## src/common/ocs_pkg.sv

```systemverilog
package ocs_pkg;
	// register byte addresses
	localparam logic [7:0] ADDR_STATUS = 8'h0C;
	localparam logic [7:0] ADDR_XCTRL = 8'h10;
	localparam logic [7:0] ADDR_IFLAG = 8'h08;
	localparam logic [7:0] ADDR_IEN = 8'h04;
	localparam logic [7:0] ADDR_MODE = 8'h00;
	localparam logic [15:0] XCTRL_RESET = 16'h0080;
	localparam logic [15:0] XCTRL_MASK = 16'hFFC6;
	localparam int XC_COUNT_SELECT_A_LSB = 12;
	localparam int XC_AGC = 11;
	localparam int XC_GAIN_LSB = 8;
	localparam int XC_RUN_ON_REQUEST = 7;
	localparam int XC_STANDBY = 6;
	localparam int XC_PAD = 2;
	localparam int XC_ENABLE = 1;
	localparam int ST_XRDY = 0;
	localparam int ST_SUPPLY_BUSY = 11;
	localparam int ST_WIDTH = 12;
	localparam logic [1:0] SYNC_CYCLES = 2'h3;
	localparam logic [2:0] GAIN_MAX_CODE = 3'h4;
	localparam int CNT_W = 16;
	typedef enum logic [1:0] {XS_OFF = 2'b00, XS_COUNT = 2'b01, XS_SYNC = 2'b11, XS_READY = 2'b10} ocs_xstate_t;
endpackage

```

## src/hdl/ocs_top.sv

```systemverilog
// Chosen here: register access over APB.
`timescale 1ns/1ns
// How it works
// - status bit 11 shows supply monitor synchronisation still running.
// - status bit 10 shows supply below threshold detected.
// - status bit 9 shows supply monitor ready.
// - status bit 8 shows loop reference clock stopped.
// - status bit 7 shows coarse lock reached.
// - status bit 6 shows fine lock reached.
// - status bit 5 shows loop out of bounds.
// - status bit 4 is 1 when loop synchronisation is complete.
// - status bit 3 shows 8 MHz oscillator ready.
// - status bit 2 shows internal 32 kHz oscillator ready.
// - status bit 1 shows slow crystal ready.
// - status bit 0 shows multipurpose crystal ready.
// - start-up counts 2^code slow-clock ticks, code in bits 15:12.
// - then 3 crystal cycles of synchronisation before ready is set.
// - auto gain bit enables automatic amplitude adjustment.
// - gain field 10:8 selects gain; codes 5 to 7 reserved.
// - gain writes have no effect while auto gain active.
// - on-demand set runs oscillator only while a peripheral requests it.
// - on-demand clear keeps oscillator running while enabled.
// - in standby, oscillator off unless keep-running bit is set.
// - bit 2 selects crystal across pads or external clock on input pad.
// - bit 1 enables the oscillator.
// - rising status bits set write-one-clear flags; enabled flags request interrupt.
module ocs_top (
	// clock and reset
	input wire logic sys_clk,
	input wire logic rst_b,
	// apb slave
	input wire logic psel,
	input wire logic penable,
	input wire logic pwrite,
	input wire logic [7:0] paddr,
	input wire logic [31:0] pwdata,
	output logic [31:0] prdata,
	output logic pready,
	output logic pslverr,
	// asynchronous status from other clock sources
	input wire logic [10:0] src_status_async,
	input wire logic ulp32k_clk_async,
	input wire logic crystal_osc_control_clk_async,
	input wire logic periph_clk_req_async,
	input wire logic standby_sleep_async,
	// oscillator controls and interrupt
	output logic crystal_osc_control_run,
	output logic crystal_osc_control_crystal_mode,
	output logic crystal_osc_control_auto_gain,
	output logic [2:0] crystal_osc_control_gain,
	output logic crystal_output_pad_gpio_free,
	output logic irq
);
	typedef struct packed {
		logic [10:0] src_s1;
		logic [10:0] src_s2;
		logic [2:0] ulp_s;
		logic [2:0] xck_s;
		logic [1:0] req_s;
		logic [1:0] stby_s;
		logic [15:0] xctrl;
		logic [2:0] gain_eff;
		ocs_pkg::ocs_xstate_t xst;
		logic [ocs_pkg::CNT_W-1:0] cnt;
		logic [1:0] sync_cnt;
		logic [ocs_pkg::ST_WIDTH-1:0] status;
		logic [ocs_pkg::ST_WIDTH-1:0] flags;
		logic [ocs_pkg::ST_WIDTH-1:0] ien;
		logic [31:0] rdata;
		logic ready;
		// constant, but kept in a flop so every output comes from a register
		logic slverr;
		logic run;
		// pad and gain-mode outputs follow the control word in the same edge
		logic crystal_mode;
		logic pad_free;
		logic auto_gain;
		logic irq;
	} ocs_state_t;

	ocs_state_t st_reg;
	ocs_state_t st_next;

	function automatic logic [ocs_pkg::CNT_W-1:0] count_select_a_len(input logic [3:0] code);
		count_select_a_len = ocs_pkg::CNT_W'(1) << code;
	endfunction

	function automatic logic rising(input logic [2:0] sh);
		rising = sh[1] & ~sh[2];
	endfunction

	// reserved gain codes are clamped so the oscillator never sees them
	function automatic logic [2:0] clamp_gain(input logic [2:0] code);
		if (code > ocs_pkg::GAIN_MAX_CODE) begin
			clamp_gain = ocs_pkg::GAIN_MAX_CODE;
		end else begin
			clamp_gain = code;
		end
	endfunction

	logic acc_done;
	logic wr;
	logic run_want;
	logic [ocs_pkg::ST_WIDTH-1:0] status_now;
	logic [ocs_pkg::ST_WIDTH-1:0] rise;

	always_comb begin
		st_next = st_reg;
		acc_done = psel & penable & ~st_reg.ready;
		wr = acc_done & pwrite;
		// synchronisers: stage one feeds stage two only
		st_next.src_s1 = src_status_async;
		st_next.src_s2 = st_reg.src_s1;
		st_next.ulp_s = {st_reg.ulp_s[1:0], ulp32k_clk_async};
		st_next.xck_s = {st_reg.xck_s[1:0], crystal_osc_control_clk_async};
		st_next.req_s = {st_reg.req_s[0], periph_clk_req_async};
		st_next.stby_s = {st_reg.stby_s[0], standby_sleep_async};

		if (wr && paddr == ocs_pkg::ADDR_XCTRL) begin
			st_next.xctrl = pwdata[15:0] & ocs_pkg::XCTRL_MASK;
		end
		if (wr && paddr == ocs_pkg::ADDR_IEN) begin
			st_next.ien = pwdata[ocs_pkg::ST_WIDTH-1:0];
		end
		st_next.crystal_mode = st_next.xctrl[ocs_pkg::XC_PAD];
		st_next.pad_free = ~st_next.xctrl[ocs_pkg::XC_PAD];
		st_next.auto_gain = st_next.xctrl[ocs_pkg::XC_AGC];

		// gain field only reaches the oscillator while auto gain is off
		if (!st_reg.xctrl[ocs_pkg::XC_AGC]) begin
			st_next.gain_eff = clamp_gain(st_reg.xctrl[ocs_pkg::XC_GAIN_LSB+:3]);
		end

		run_want = st_reg.xctrl[ocs_pkg::XC_ENABLE]
			& (~st_reg.xctrl[ocs_pkg::XC_RUN_ON_REQUEST] | st_reg.req_s[1])
			& (~st_reg.stby_s[1] | st_reg.xctrl[ocs_pkg::XC_STANDBY]);
		st_next.run = run_want;

		unique case (st_reg.xst)
			ocs_pkg::XS_OFF: begin
				if (run_want) begin
					st_next.xst = ocs_pkg::XS_COUNT;
					st_next.cnt = count_select_a_len(st_reg.xctrl[ocs_pkg::XC_COUNT_SELECT_A_LSB+:4]);
				end
			end
			ocs_pkg::XS_COUNT: begin
				if (rising(st_reg.ulp_s)) begin
					st_next.cnt = st_reg.cnt - ocs_pkg::CNT_W'(1);
					if (st_reg.cnt == ocs_pkg::CNT_W'(1)) begin
						st_next.xst = ocs_pkg::XS_SYNC;
						st_next.sync_cnt = ocs_pkg::SYNC_CYCLES;
					end
				end
			end
			ocs_pkg::XS_SYNC: begin
				if (rising(st_reg.xck_s)) begin
					st_next.sync_cnt = st_reg.sync_cnt - 2'h1;
					if (st_reg.sync_cnt == 2'h1) begin
						st_next.xst = ocs_pkg::XS_READY;
					end
				end
			end
			ocs_pkg::XS_READY: begin
			end
		endcase
		if (!run_want) begin
			st_next.xst = ocs_pkg::XS_OFF;
		end

		// status: bit 0 local, bits 11:1 from synchronised sources
		status_now = {st_reg.src_s2, st_reg.xst == ocs_pkg::XS_READY};
		st_next.status = status_now;
		rise = status_now & ~st_reg.status;
		// set beats a clear in the same cycle
		st_next.flags = st_reg.flags;
		if (wr && paddr == ocs_pkg::ADDR_IFLAG) begin
			st_next.flags = st_reg.flags & ~pwdata[ocs_pkg::ST_WIDTH-1:0];
		end
		st_next.flags = st_next.flags | rise;
		st_next.irq = |(st_next.flags & st_reg.ien);

		st_next.ready = acc_done;
		st_next.slverr = 1'b0;
		st_next.rdata = 32'h0000_0000;
		if (acc_done && !pwrite) begin
			unique case (paddr)
				ocs_pkg::ADDR_STATUS: st_next.rdata = {20'h0_0000, st_reg.status};
				ocs_pkg::ADDR_XCTRL: st_next.rdata = {16'h0000, st_reg.xctrl};
				ocs_pkg::ADDR_IFLAG: st_next.rdata = {20'h0_0000, st_reg.flags};
				ocs_pkg::ADDR_IEN: st_next.rdata = {20'h0_0000, st_reg.ien};
				default: st_next.rdata = 32'h0000_0000;
			endcase
		end
	end

	always_ff @(posedge sys_clk or negedge rst_b) begin
		if (!rst_b) begin
			st_reg <= '0;
			st_reg.xctrl <= ocs_pkg::XCTRL_RESET;
			st_reg.xst <= ocs_pkg::XS_OFF;
			// reset control word has the pad bit clear, so the output pad is free
			st_reg.pad_free <= 1'b1;
		end else begin
			st_reg <= st_next;
		end
	end

	assign prdata = st_reg.rdata;
	assign pready = st_reg.ready;
	assign pslverr = st_reg.slverr;
	assign crystal_osc_control_run = st_reg.run;
	assign crystal_osc_control_crystal_mode = st_reg.crystal_mode;
	assign crystal_output_pad_gpio_free = st_reg.pad_free;
	assign crystal_osc_control_auto_gain = st_reg.auto_gain;
	assign crystal_osc_control_gain = st_reg.gain_eff;
	assign irq = st_reg.irq;
endmodule
```

## config.mk

```make
export PLATFORM = sky130hd
export DESIGN_NAME = ocs_top
export DESIGN_NICKNAME = d
export VERILOG_FILES = /design/src/common/ocs_pkg.sv /design/src/hdl/ocs_top.sv
export SDC_FILE = /design/constraint.sdc
export NUM_CORES = 1
export LEC_CHECK = 0
export BUFFER_PORTS_ARGS = -buffer_cell sky130_fd_sc_hd__buf_2
export CORE_ASPECT_RATIO = 0.8
export CORE_MARGIN = 1
export CORE_UTILIZATION = 28
export DETAILED_ROUTE_END_ITERATION = 8
export GPL_TIMING_DRIVEN = 0
export MAX_ROUTING_LAYER = met4
export PLACE_DENSITY_LB_ADDON = 0.1
export SYNTH_ARGS = -nofsm -noshare
export SYNTH_HDL_FRONTEND = slang
export SYNTH_SLANG_ARGS = --single-unit
```

## constraint.sdc

```tcl
create_clock -name sys_clk -period 2.2 [get_ports sys_clk]
set_input_delay 0.33 -clock sys_clk [delete_from_list [all_inputs] [get_ports sys_clk]]
set_output_delay 0.33 -clock sys_clk [all_outputs]
set_load 0.01 [all_outputs]
```

# == After elaboration in Yosys (flattened, before gate mapping) ==
# Cells that the tools add are included.
# classes
addsub,2
order_cmp,1
eq_ne,18
shift,1
muxes,15
bitwise,21
reduce_logical,12
# ops
op,n
one-hot mux 16 bit (4 select lines),1
bitwise AND 12 bit,3
one-hot mux 16 bit (2 select lines),1
2-to-1 mux 12 bit,2
NOT 12 bit,2
2-to-1 mux 20 bit,1
2-to-1 mux 18 bit,1
== test 16 x 1 -> 1 bit (second input constant),1
== test 8 x 4 -> 1 bit (second input constant),2
2-to-1 mux 16 bit,1
left shift 1 x 4 -> 16 bit (first input constant),1
subtractor 16 x 1 -> 16 bit (second input constant),1
inequality test 3 bit (second input constant),4
bitwise OR 12 bit,1
OR reduction 12 bit,1
2-to-1 mux 2 bit,5
== test 8 x 3 -> 1 bit (second input constant),1
== test 8 x 5 -> 1 bit (second input constant),1
inequality test 2 bit (second input constant),4
bitwise AND 1 bit,7
NOT 1 bit,6
one-hot mux 2 bit (3 select lines),1
AND reduction 5 bit,1
== test 2 x 1 -> 1 bit (second input constant),2
13 further kinds,19
# word_totals
register_bits,141
input_bits,60
out_inout_bits,42
wordCells,92

# == Longest topological paths before layout ==
# Gate-level depths: netlist of run 1.
# depth
word_depth,8
depth_mapped,7
mapped_depth_nobuf,6

# == Least setup slack after synthesis of run 1 ==
# No wires, ideal clock.
# synth_path
kind,input-to-reg
from,input paddr[0]
to,register st_reg[100] (netlist name)
setup_time_ns,0.125
arrival_time_ns,1.868
required_time_ns,2.075
path_slack_ns,0.207
path_stages,7
n_path_buf,2
cell_sequence,or4_4 > nor2_1 > and3_2 > and2_1 > buf_4 > buf_12 > mux2_4
# synth_rtl
item,line_no,source
"start, declared",ocs_top.sv:35,"input wire logic [7:0] paddr,"
"end signal, assigned",ocs_top.sv:204,st_reg <= st_next;
"end, declared",ocs_top.sv:81,ocs_state_t st_reg;

# == Final worst setup path of run 1 ==
# layout_path
from,register st_reg[85] (netlist name)
to,register st_reg[76] (netlist name)
# layout_between
elab_chain_cells,3
# layout_rtl
item,line_no,source
== test 16 x 1 -> 1 bit,ocs_top.sv:149,if (st_reg.cnt == ocs_pkg::CNT_W'(1)) begin
inequality test 2 bit (no source line),n/a,
AND reduction 4 bit (no source line),n/a,
# Every way passes these cells.
# A chain may end at the register's enable or synchronous reset.

==> results by group, run 1 <==
Die
  – Die Footprint: 20,300 sq um
  – Die width: about 160 microns
  – # IOs: 102
  – Die height: 128 microns
  – Row count: 45
  – Placeable core area: 19,100 sq um
  – Starting Density: 0.288

Setup path
  – Worst setup SP type: register
  – CP endpoint kind: register
  – Worst R2R End: st_reg[76]
  – R2r setup slk: approximately 0.08 ns
  – Worst setup path class: reg2reg
  – WP data required: 2.54 ns
  – WP data arrival: around 2.5 ns
  – Reg2reg path depth: 5
  – Worst reg2reg startpoint: st_reg[85]
  – Crit Path Max Fanout: 6

Timing
  – RSZ-0062 raised after global routing: no
  – Clock skew: 0.00542 ns
  – Fmax: 472 MHz
  – Final worst-path cycle share: 0.964
  – Period minus WS final: 2.12 ns
  – Setup TNS: 0 ns
  – Max transition margin: 0.505
  – Slew @ Worst Pin: 0.736 ns
  – Fin. max-slew vios: 0
  – Hold Fails Final Rpt: 0
  – Final setup violation count: 0

Clocking
  – H-tree levels: 4
  – CTS tree: done
  – Clk buf depth: 2
  – CTS root buf: clkbuf_16
  – CTS sink count: 123
  – Reg clk slew, reported paths: ~0.060 ns
  – Post-CTS setup buffers: 0
  – CTS buffer count: 17
  – Clock latency on the worst-skew pair: 0.42 ns

Cells and area
  – P&R area growth vs syn: 26.5%
  – Max reg flops: between 70 and 80
  – Fin cells: 858
  – Diode count: 0
  – Final #Nets: 650
  – Layout cell share with drive strength beyond 1: 0.323

Global route
  – Initial antenna violation count: 0
  – Vias in the first global route: ~4.0k
  – Grt total ovfl: 0
  – First-pass GRT wire length: 22.7 mm
  – Total GRT Usage: 0.153
  – Largest net degree at the start of global routing: 65

Synthesis
  – Synthesis Warnings: 0
  – Post-synthesis register bit count: roughly 120
  – Post-synth top cells: dfrtp_1, o21ai_0, buf_4
  – Post-synth EDFFs: 0
  – Cells after Synth: 479
  – Post-synthesis sequential area ratio: 0.558
  – Mean post-synth cell area: 11.5 sq um
  – Largest area contributor in the netlist: dfrtp_1
  – Post-synth top flop: dfrtp_1
  – Top-count cell post-synth: dfrtp_1
  – Post-Syn Area: 5520 sq um
  – Most area-consuming cells after synthesis: dfrtp_1, mux2_4, buf_4
  – Netlist cell types: 62
  – Top cell type's share of synthesized area: 0.548
  – Synth async-reset ratio: 1.00

Routing
  – Vias: about 4k
  – DR WL/cell: 16.4 microns
  – Routed WL: ~14 mm
  – Vias/cell: 4.62
  – TritonRoute pass-1 iters: 5
  – Iter 0 DRT Violations: between 200 and 300
  – Number of routed nets with antenna violations: 0
  – DRC Markers: 0

Min path
  – Hold Path Stages: 1
  – Hold Path Class: in2reg
  – Start point of the worst hold path: crystal_osc_control_clk_async
  – Hold worst-path end: st_next[119]

Placement
  – Routability cong.: 0.796
  – Post-DP HPWL: 9.64 mm
  – Placed cell count: a little over 800
  – Port bufs: 66

Power and ir drop
  – Maximum vdd ir drop: 0.457 mV
  – Leak pwr: 0.00321 uW
  – Cell area power density: 814 nW/um^2

Flow run
  – Max-Cap Viols: 0

Run status
  – Outcome: complete, no violations
==> critical path, cell delays in order, from the launching register on <==
cell       delay, ns
dfrtp_1         0.43
or3_4           0.43
or4_4           0.48
nor4_2          0.36
o21a_1          0.19
a2bb2oi_1       0.16
==> through the flow <==
step / power, uW / utilization / cell area (sq um) / setup WS (ns) / hold WS, ns
after floorplan: 2560 / - / 5580 / 0.207 / 0.0344
after global placement: 2720 / 0.326 / 6240 / -0.932 / 0.333
after detailed placement: 2730 / 0.328 / 6270 / -0.506 / 0.335
after CTS: 5750 / 0.364 / 6960 / 0.0812 / 0.0000957
after global routing: 5890 / 0.365 / 6990 / 0.00438 / 0.000641
final: 5680 / 0.365 / 6990 / 0.0800 / 0.0126
==> how the worst max path moves through the flow <==
stage / from / to / cells after the start
floorplan: paddr[0] / st_reg[100] / 7
finish: st_reg[85] / st_reg[76] / 5
detailed placement: psel / prdata[2] / 5
global placement: rst_b / prdata[11] / 1
global route: st_reg[85] / st_reg[76] / 5
CTS: st_reg[85] / st_reg[76] / 5
==> routing by layer <==
layer,share of wire,vias to the layer above,track usage
met5,0,-,-
met1,0.52,1954,0.224
met3,0.054,13,0.0396
met2,0.41,111,0.204
li1,-,1886,-
met4,0.010,0,0.0452
==> cells by family after synthesis <==
group | synth area share
AND/OR/NAND/NOR | 0.144
flip-flops | 0.558
AO/OA/AOI/OAI | 0.133
buffers and inverters | 0.0818
multiplexers | 0.0739
adder cells (fa/ha/maj) | 0.00680
other | 0.000679
XOR/XNOR | 0.00159
==> placed cells by master (no fill, tap or decap), types with 8 or more instances in the layout <==
cell	count
o21ai_0	41
a21o_1	9
buf_4	37
a222oi_1	8
nand2_1	30
buf_2	68
clkbuf_1	8
mux2_2	10
conb_1	17
dfrtp_1	121
a21oi_1	21
inv_1	8
nor2b_1	26
mux2_4	19
a22oi_1	8
clkbuf_16	17
nor2_1	24
==> final cells by class <==
class | instances | area, sq um
fillers | 1930 | 12200
repair buffers | 74 | 434
clock buffers | 18 | 439
clock inverters | 14 | 186
well taps | 258 | 323
flip-flops and latches | 123 | 3080
multi-input cells | 307 | 2070
plain buffers | 56 | 419
inverters | 8 | 30.0
==> report_power, final <==
group | leakage [uW] | internal (uW) | total, uW | switching, uW
Combinational | 0.00137 | 136 | 346 | 210
Clock | 0.000294 | 1840 | 2990 | 1150
Sequential | 0.00155 | 2320 | 2350 | 31.5
==> repair_timing <==
action,CTS,global route
hold buffers,6,1
hold endpoints to repair,63,1
setup endpoints to repair,8,23
gates resized for setup,1,5
(Power assumes the default switching activity.)
==> run 2, diff against run 1 <==
- BUFFER_PORTS_ARGS: -buffer_cell sky130_fd_sc_hd__buf_2 -> not set
- DONT_BUFFER_PORTS: not set -> 1
- SKIP_LAST_GASP: not set -> 1
==> run 2 against run 1 <==
Net effect:
- the run now ends with hold timing left
- clock power increased by 5%
- worst hold slack got worse by 0.39 ns
- sequential power barely moved
- clock skew increased by 0.0055 ns
- non-clock buffer count fell by 58
- critical path type unchanged
==> results by group, run 2 (synthesis results as in run 1) <==
Global route
  – Total GRT Usage: 0.150 (-0.00332)
  – Grt total ovfl: 0 (unchanged)
  – Initial antenna violation count: 0 (unchanged)
  – Vias in the first global route: 3,826 (-3.8%)
  – Largest net degree at the start of global routing: 124 (+91%)
  – First-pass GRT wire length: 22.0 mm (-3.2%)

Die
  – Placeable core area: 19,100 sq um (unchanged)
  – Row count: 45 (unchanged)
  – Die height: 128 microns (unchanged)
  – Die width: 159 microns (unchanged)
  – # IOs: 102 (unchanged)
  – Die Footprint: 20,300 sq um (unchanged)
  – Starting Density: 0.288 (unchanged)

Power and ir drop
  – Maximum vdd ir drop: 0.394 mV (-14%)
  – Cell area power density: 851 nW/um^2 (+4.5%)
  – Leak pwr: 0.00296 uW (-7.7%)

Clocking
  – CTS buffer count: 17 (unchanged)
  – Clock latency on the worst-skew pair: 0.41 ns (about the same)
  – Reg clk slew, reported paths: 0.05 ns (about the same)
  – CTS hold repair buffers: 16 (+10)
  – Clk buf depth: 2 (unchanged)
  – CTS sink count: 123 (unchanged)
  – H-tree levels: 4 (unchanged)
  – Post-CTS setup buffers: 0 (unchanged)
  – CTS tree: done
  – CTS root buf: clkbuf_16

Setup path
  – WP data required: 2.53 ns (about the same)
  – WP data arrival: 2.40 ns (-0.06 ns)
  – CP cell instances: or3_4 > or4_4 > nor4_2 > o21a_1 > a2bb2oi_1
  – Worst reg2reg startpoint: st_reg[85]
  – Worst setup startpoint: st_reg[85]
  – CP endpoint kind: register
  – Cell at the slowest stage of the critical path: or4_4
  – Crit path largest cell delay: 0.47 ns (about the same)
  – Worst setup SP type: register
  – Worst setup path class: reg2reg
  – Crit Path Max Fanout: 6 (unchanged)

Routing
  – DRC Markers: 0 (unchanged)
  – Vias/cell: 4.73 (+2.5%)
  – DR WL/cell: 17.3 microns (+5.3%)
  – Number of routed nets with antenna violations: 0 (unchanged)
  – Routed WL: 13.8 mm (-1.8%)
  – TritonRoute pass-1 iters: 7 (+2)
  – Iter 0 DRT Violations: 356 (+39%)
  – Vias: 3,787 (-4.5%)

Placement
  – Placed cell count: 753 (-8.2%)
  – Routability cong.: 0.801 (+0.54%)
  – Post-DP HPWL: 9.29 mm (-3.6%)
  – Port bufs: 0 (-100%)

Cells and area
  – Most frequent cells in the layout: dfrtp_1, o21ai_0, buf_4
  – Final #Nets: 592 (-8.9%)
  – Max reg flops: 72 (unchanged)
  – P&R area growth vs syn: 22.2%
  – Most common cell after layout, fill and taps aside: dfrtp_1
  – Layout cell share with drive strength beyond 1: 0.232 (-0.0909)
  – Diode count: 0 (unchanged)
  – Fin cells: 800 (-6.8%)

Timing
  – Period minus WS final: 2.07 ns (-0.0547 ns)
  – Fmax: 484 MHz (+2.6%)
  – Final setup violation count: 0 (unchanged)
  – Final worst-path cycle share: 0.939 (-0.0249)
  – Fin. max-slew vios: 0 (unchanged)
  – RSZ-0062 raised after global routing: no
  – Clock skew: 0.0109 ns (+0.00550 ns)
  – Max transition margin: 0.503 (-0.00124)
  – Slew @ Worst Pin: 0.741 ns (+0.00461 ns)
  – Hold Fails Final Rpt: 123 (+123)
  – Setup TNS: 0 ns (unchanged)
  – Final Hold Slack: -0.382 ns (-0.395 ns)

Min path
  – Hold Path Class: in2async

Run status
  – Outcome: finished, violations left
  – Failing checks: hold timing

Flow run
  – Max-Cap Viols: 0 (unchanged)
## run 2: cell count changes in the layout (fill, tap and decap cells not counted), sizes merged
cell | previous run | this run
inv | 13 | 8
clkinvlp | 4 | 1
bufinv | 3 | 6
clkbuf | 28 | 30
dlygate4sd3 | 7 | 16
buf | 113 | 46
clkinv | 2 | 5
## run 2: area by class of cell
| cell class | count | area [sq um] |
|---|---|---|
| Inverter | 8 | 30.0 |
| Clock inverter | 12 | 220 |
| Fill cell | 1942 | 12400 |
| Sequential cell | 123 | 3080 |
| Buffer | 56 | 419 |
| Multi-Input combinational cell | 307 | 2080 |
| Clock buffer | 20 | 437 |
| Tap cell | 258 | 323 |
| Timing Repair Buffer | 16 | 160 |
## run 2: power by group
group / leakage, uW / total [uW] / switching (uW) / internal [uW]
Sequential: 0.00155 / 2360 / 35.2 / 2320
Combinational: 0.00110 / 245 / 135 / 110
Clock: 0.000318 / 3140 / 1020 / 2120
## run 2: layer usage
| metal | up-vias | track usage | share of wire |
|---|---|---|---|
| li1 | 1778 | - | - |
| met1 | 1867 | 0.210 | 0.51 |
| met2 | 130 | 0.195 | 0.41 |
| met3 | 12 | 0.0500 | 0.062 |
| met4 | 0 | 0.0583 | 0.017 |
| met5 | - | - | 0 |
## run 2: through the flow
step	power [uW]	util	setup WS [ns]	instance area, sq um
finish	5740	0.352	0.135	6750
CTS	5820	0.351	0.0321	6730
global route	5960	0.352	0.0180	6750
global placement	2610	0.308	-0.503	5910
detailed placement	2620	0.308	-0.441	5910
floorplan	2560	-	0.207	5580
## run 2: timing repair
item,4_1_cts,5_1_grt
pin swaps,0,0
endpoints found under the hold margin,139,123
setup endpoints to repair,8,16
gates resized for setup,1,6
## run 2: critical path, delay by kind of cell, from the launching register on
| family | cells | cell delay, ns |
|---|---|---|
| compound gates | 2 | 0.34 |
| flops | 1 | 0.43 |
| simple gates | 3 | 1.21 |
## run 2: worst paths after layout
check	to	slack, ns	cells after the start
setup / recovery	st_reg[76]	0.13	5
hold / removal	st_next[122]	-0.38	0
setup reg to reg	st_reg[76]	0.13	5
hold reg to reg	st_next[70]	0.34	0
max in group asynchronous	crystal_output_pad_gpio_free	2.28	0
min in group sys_clk	st_reg[111]	0.06	1
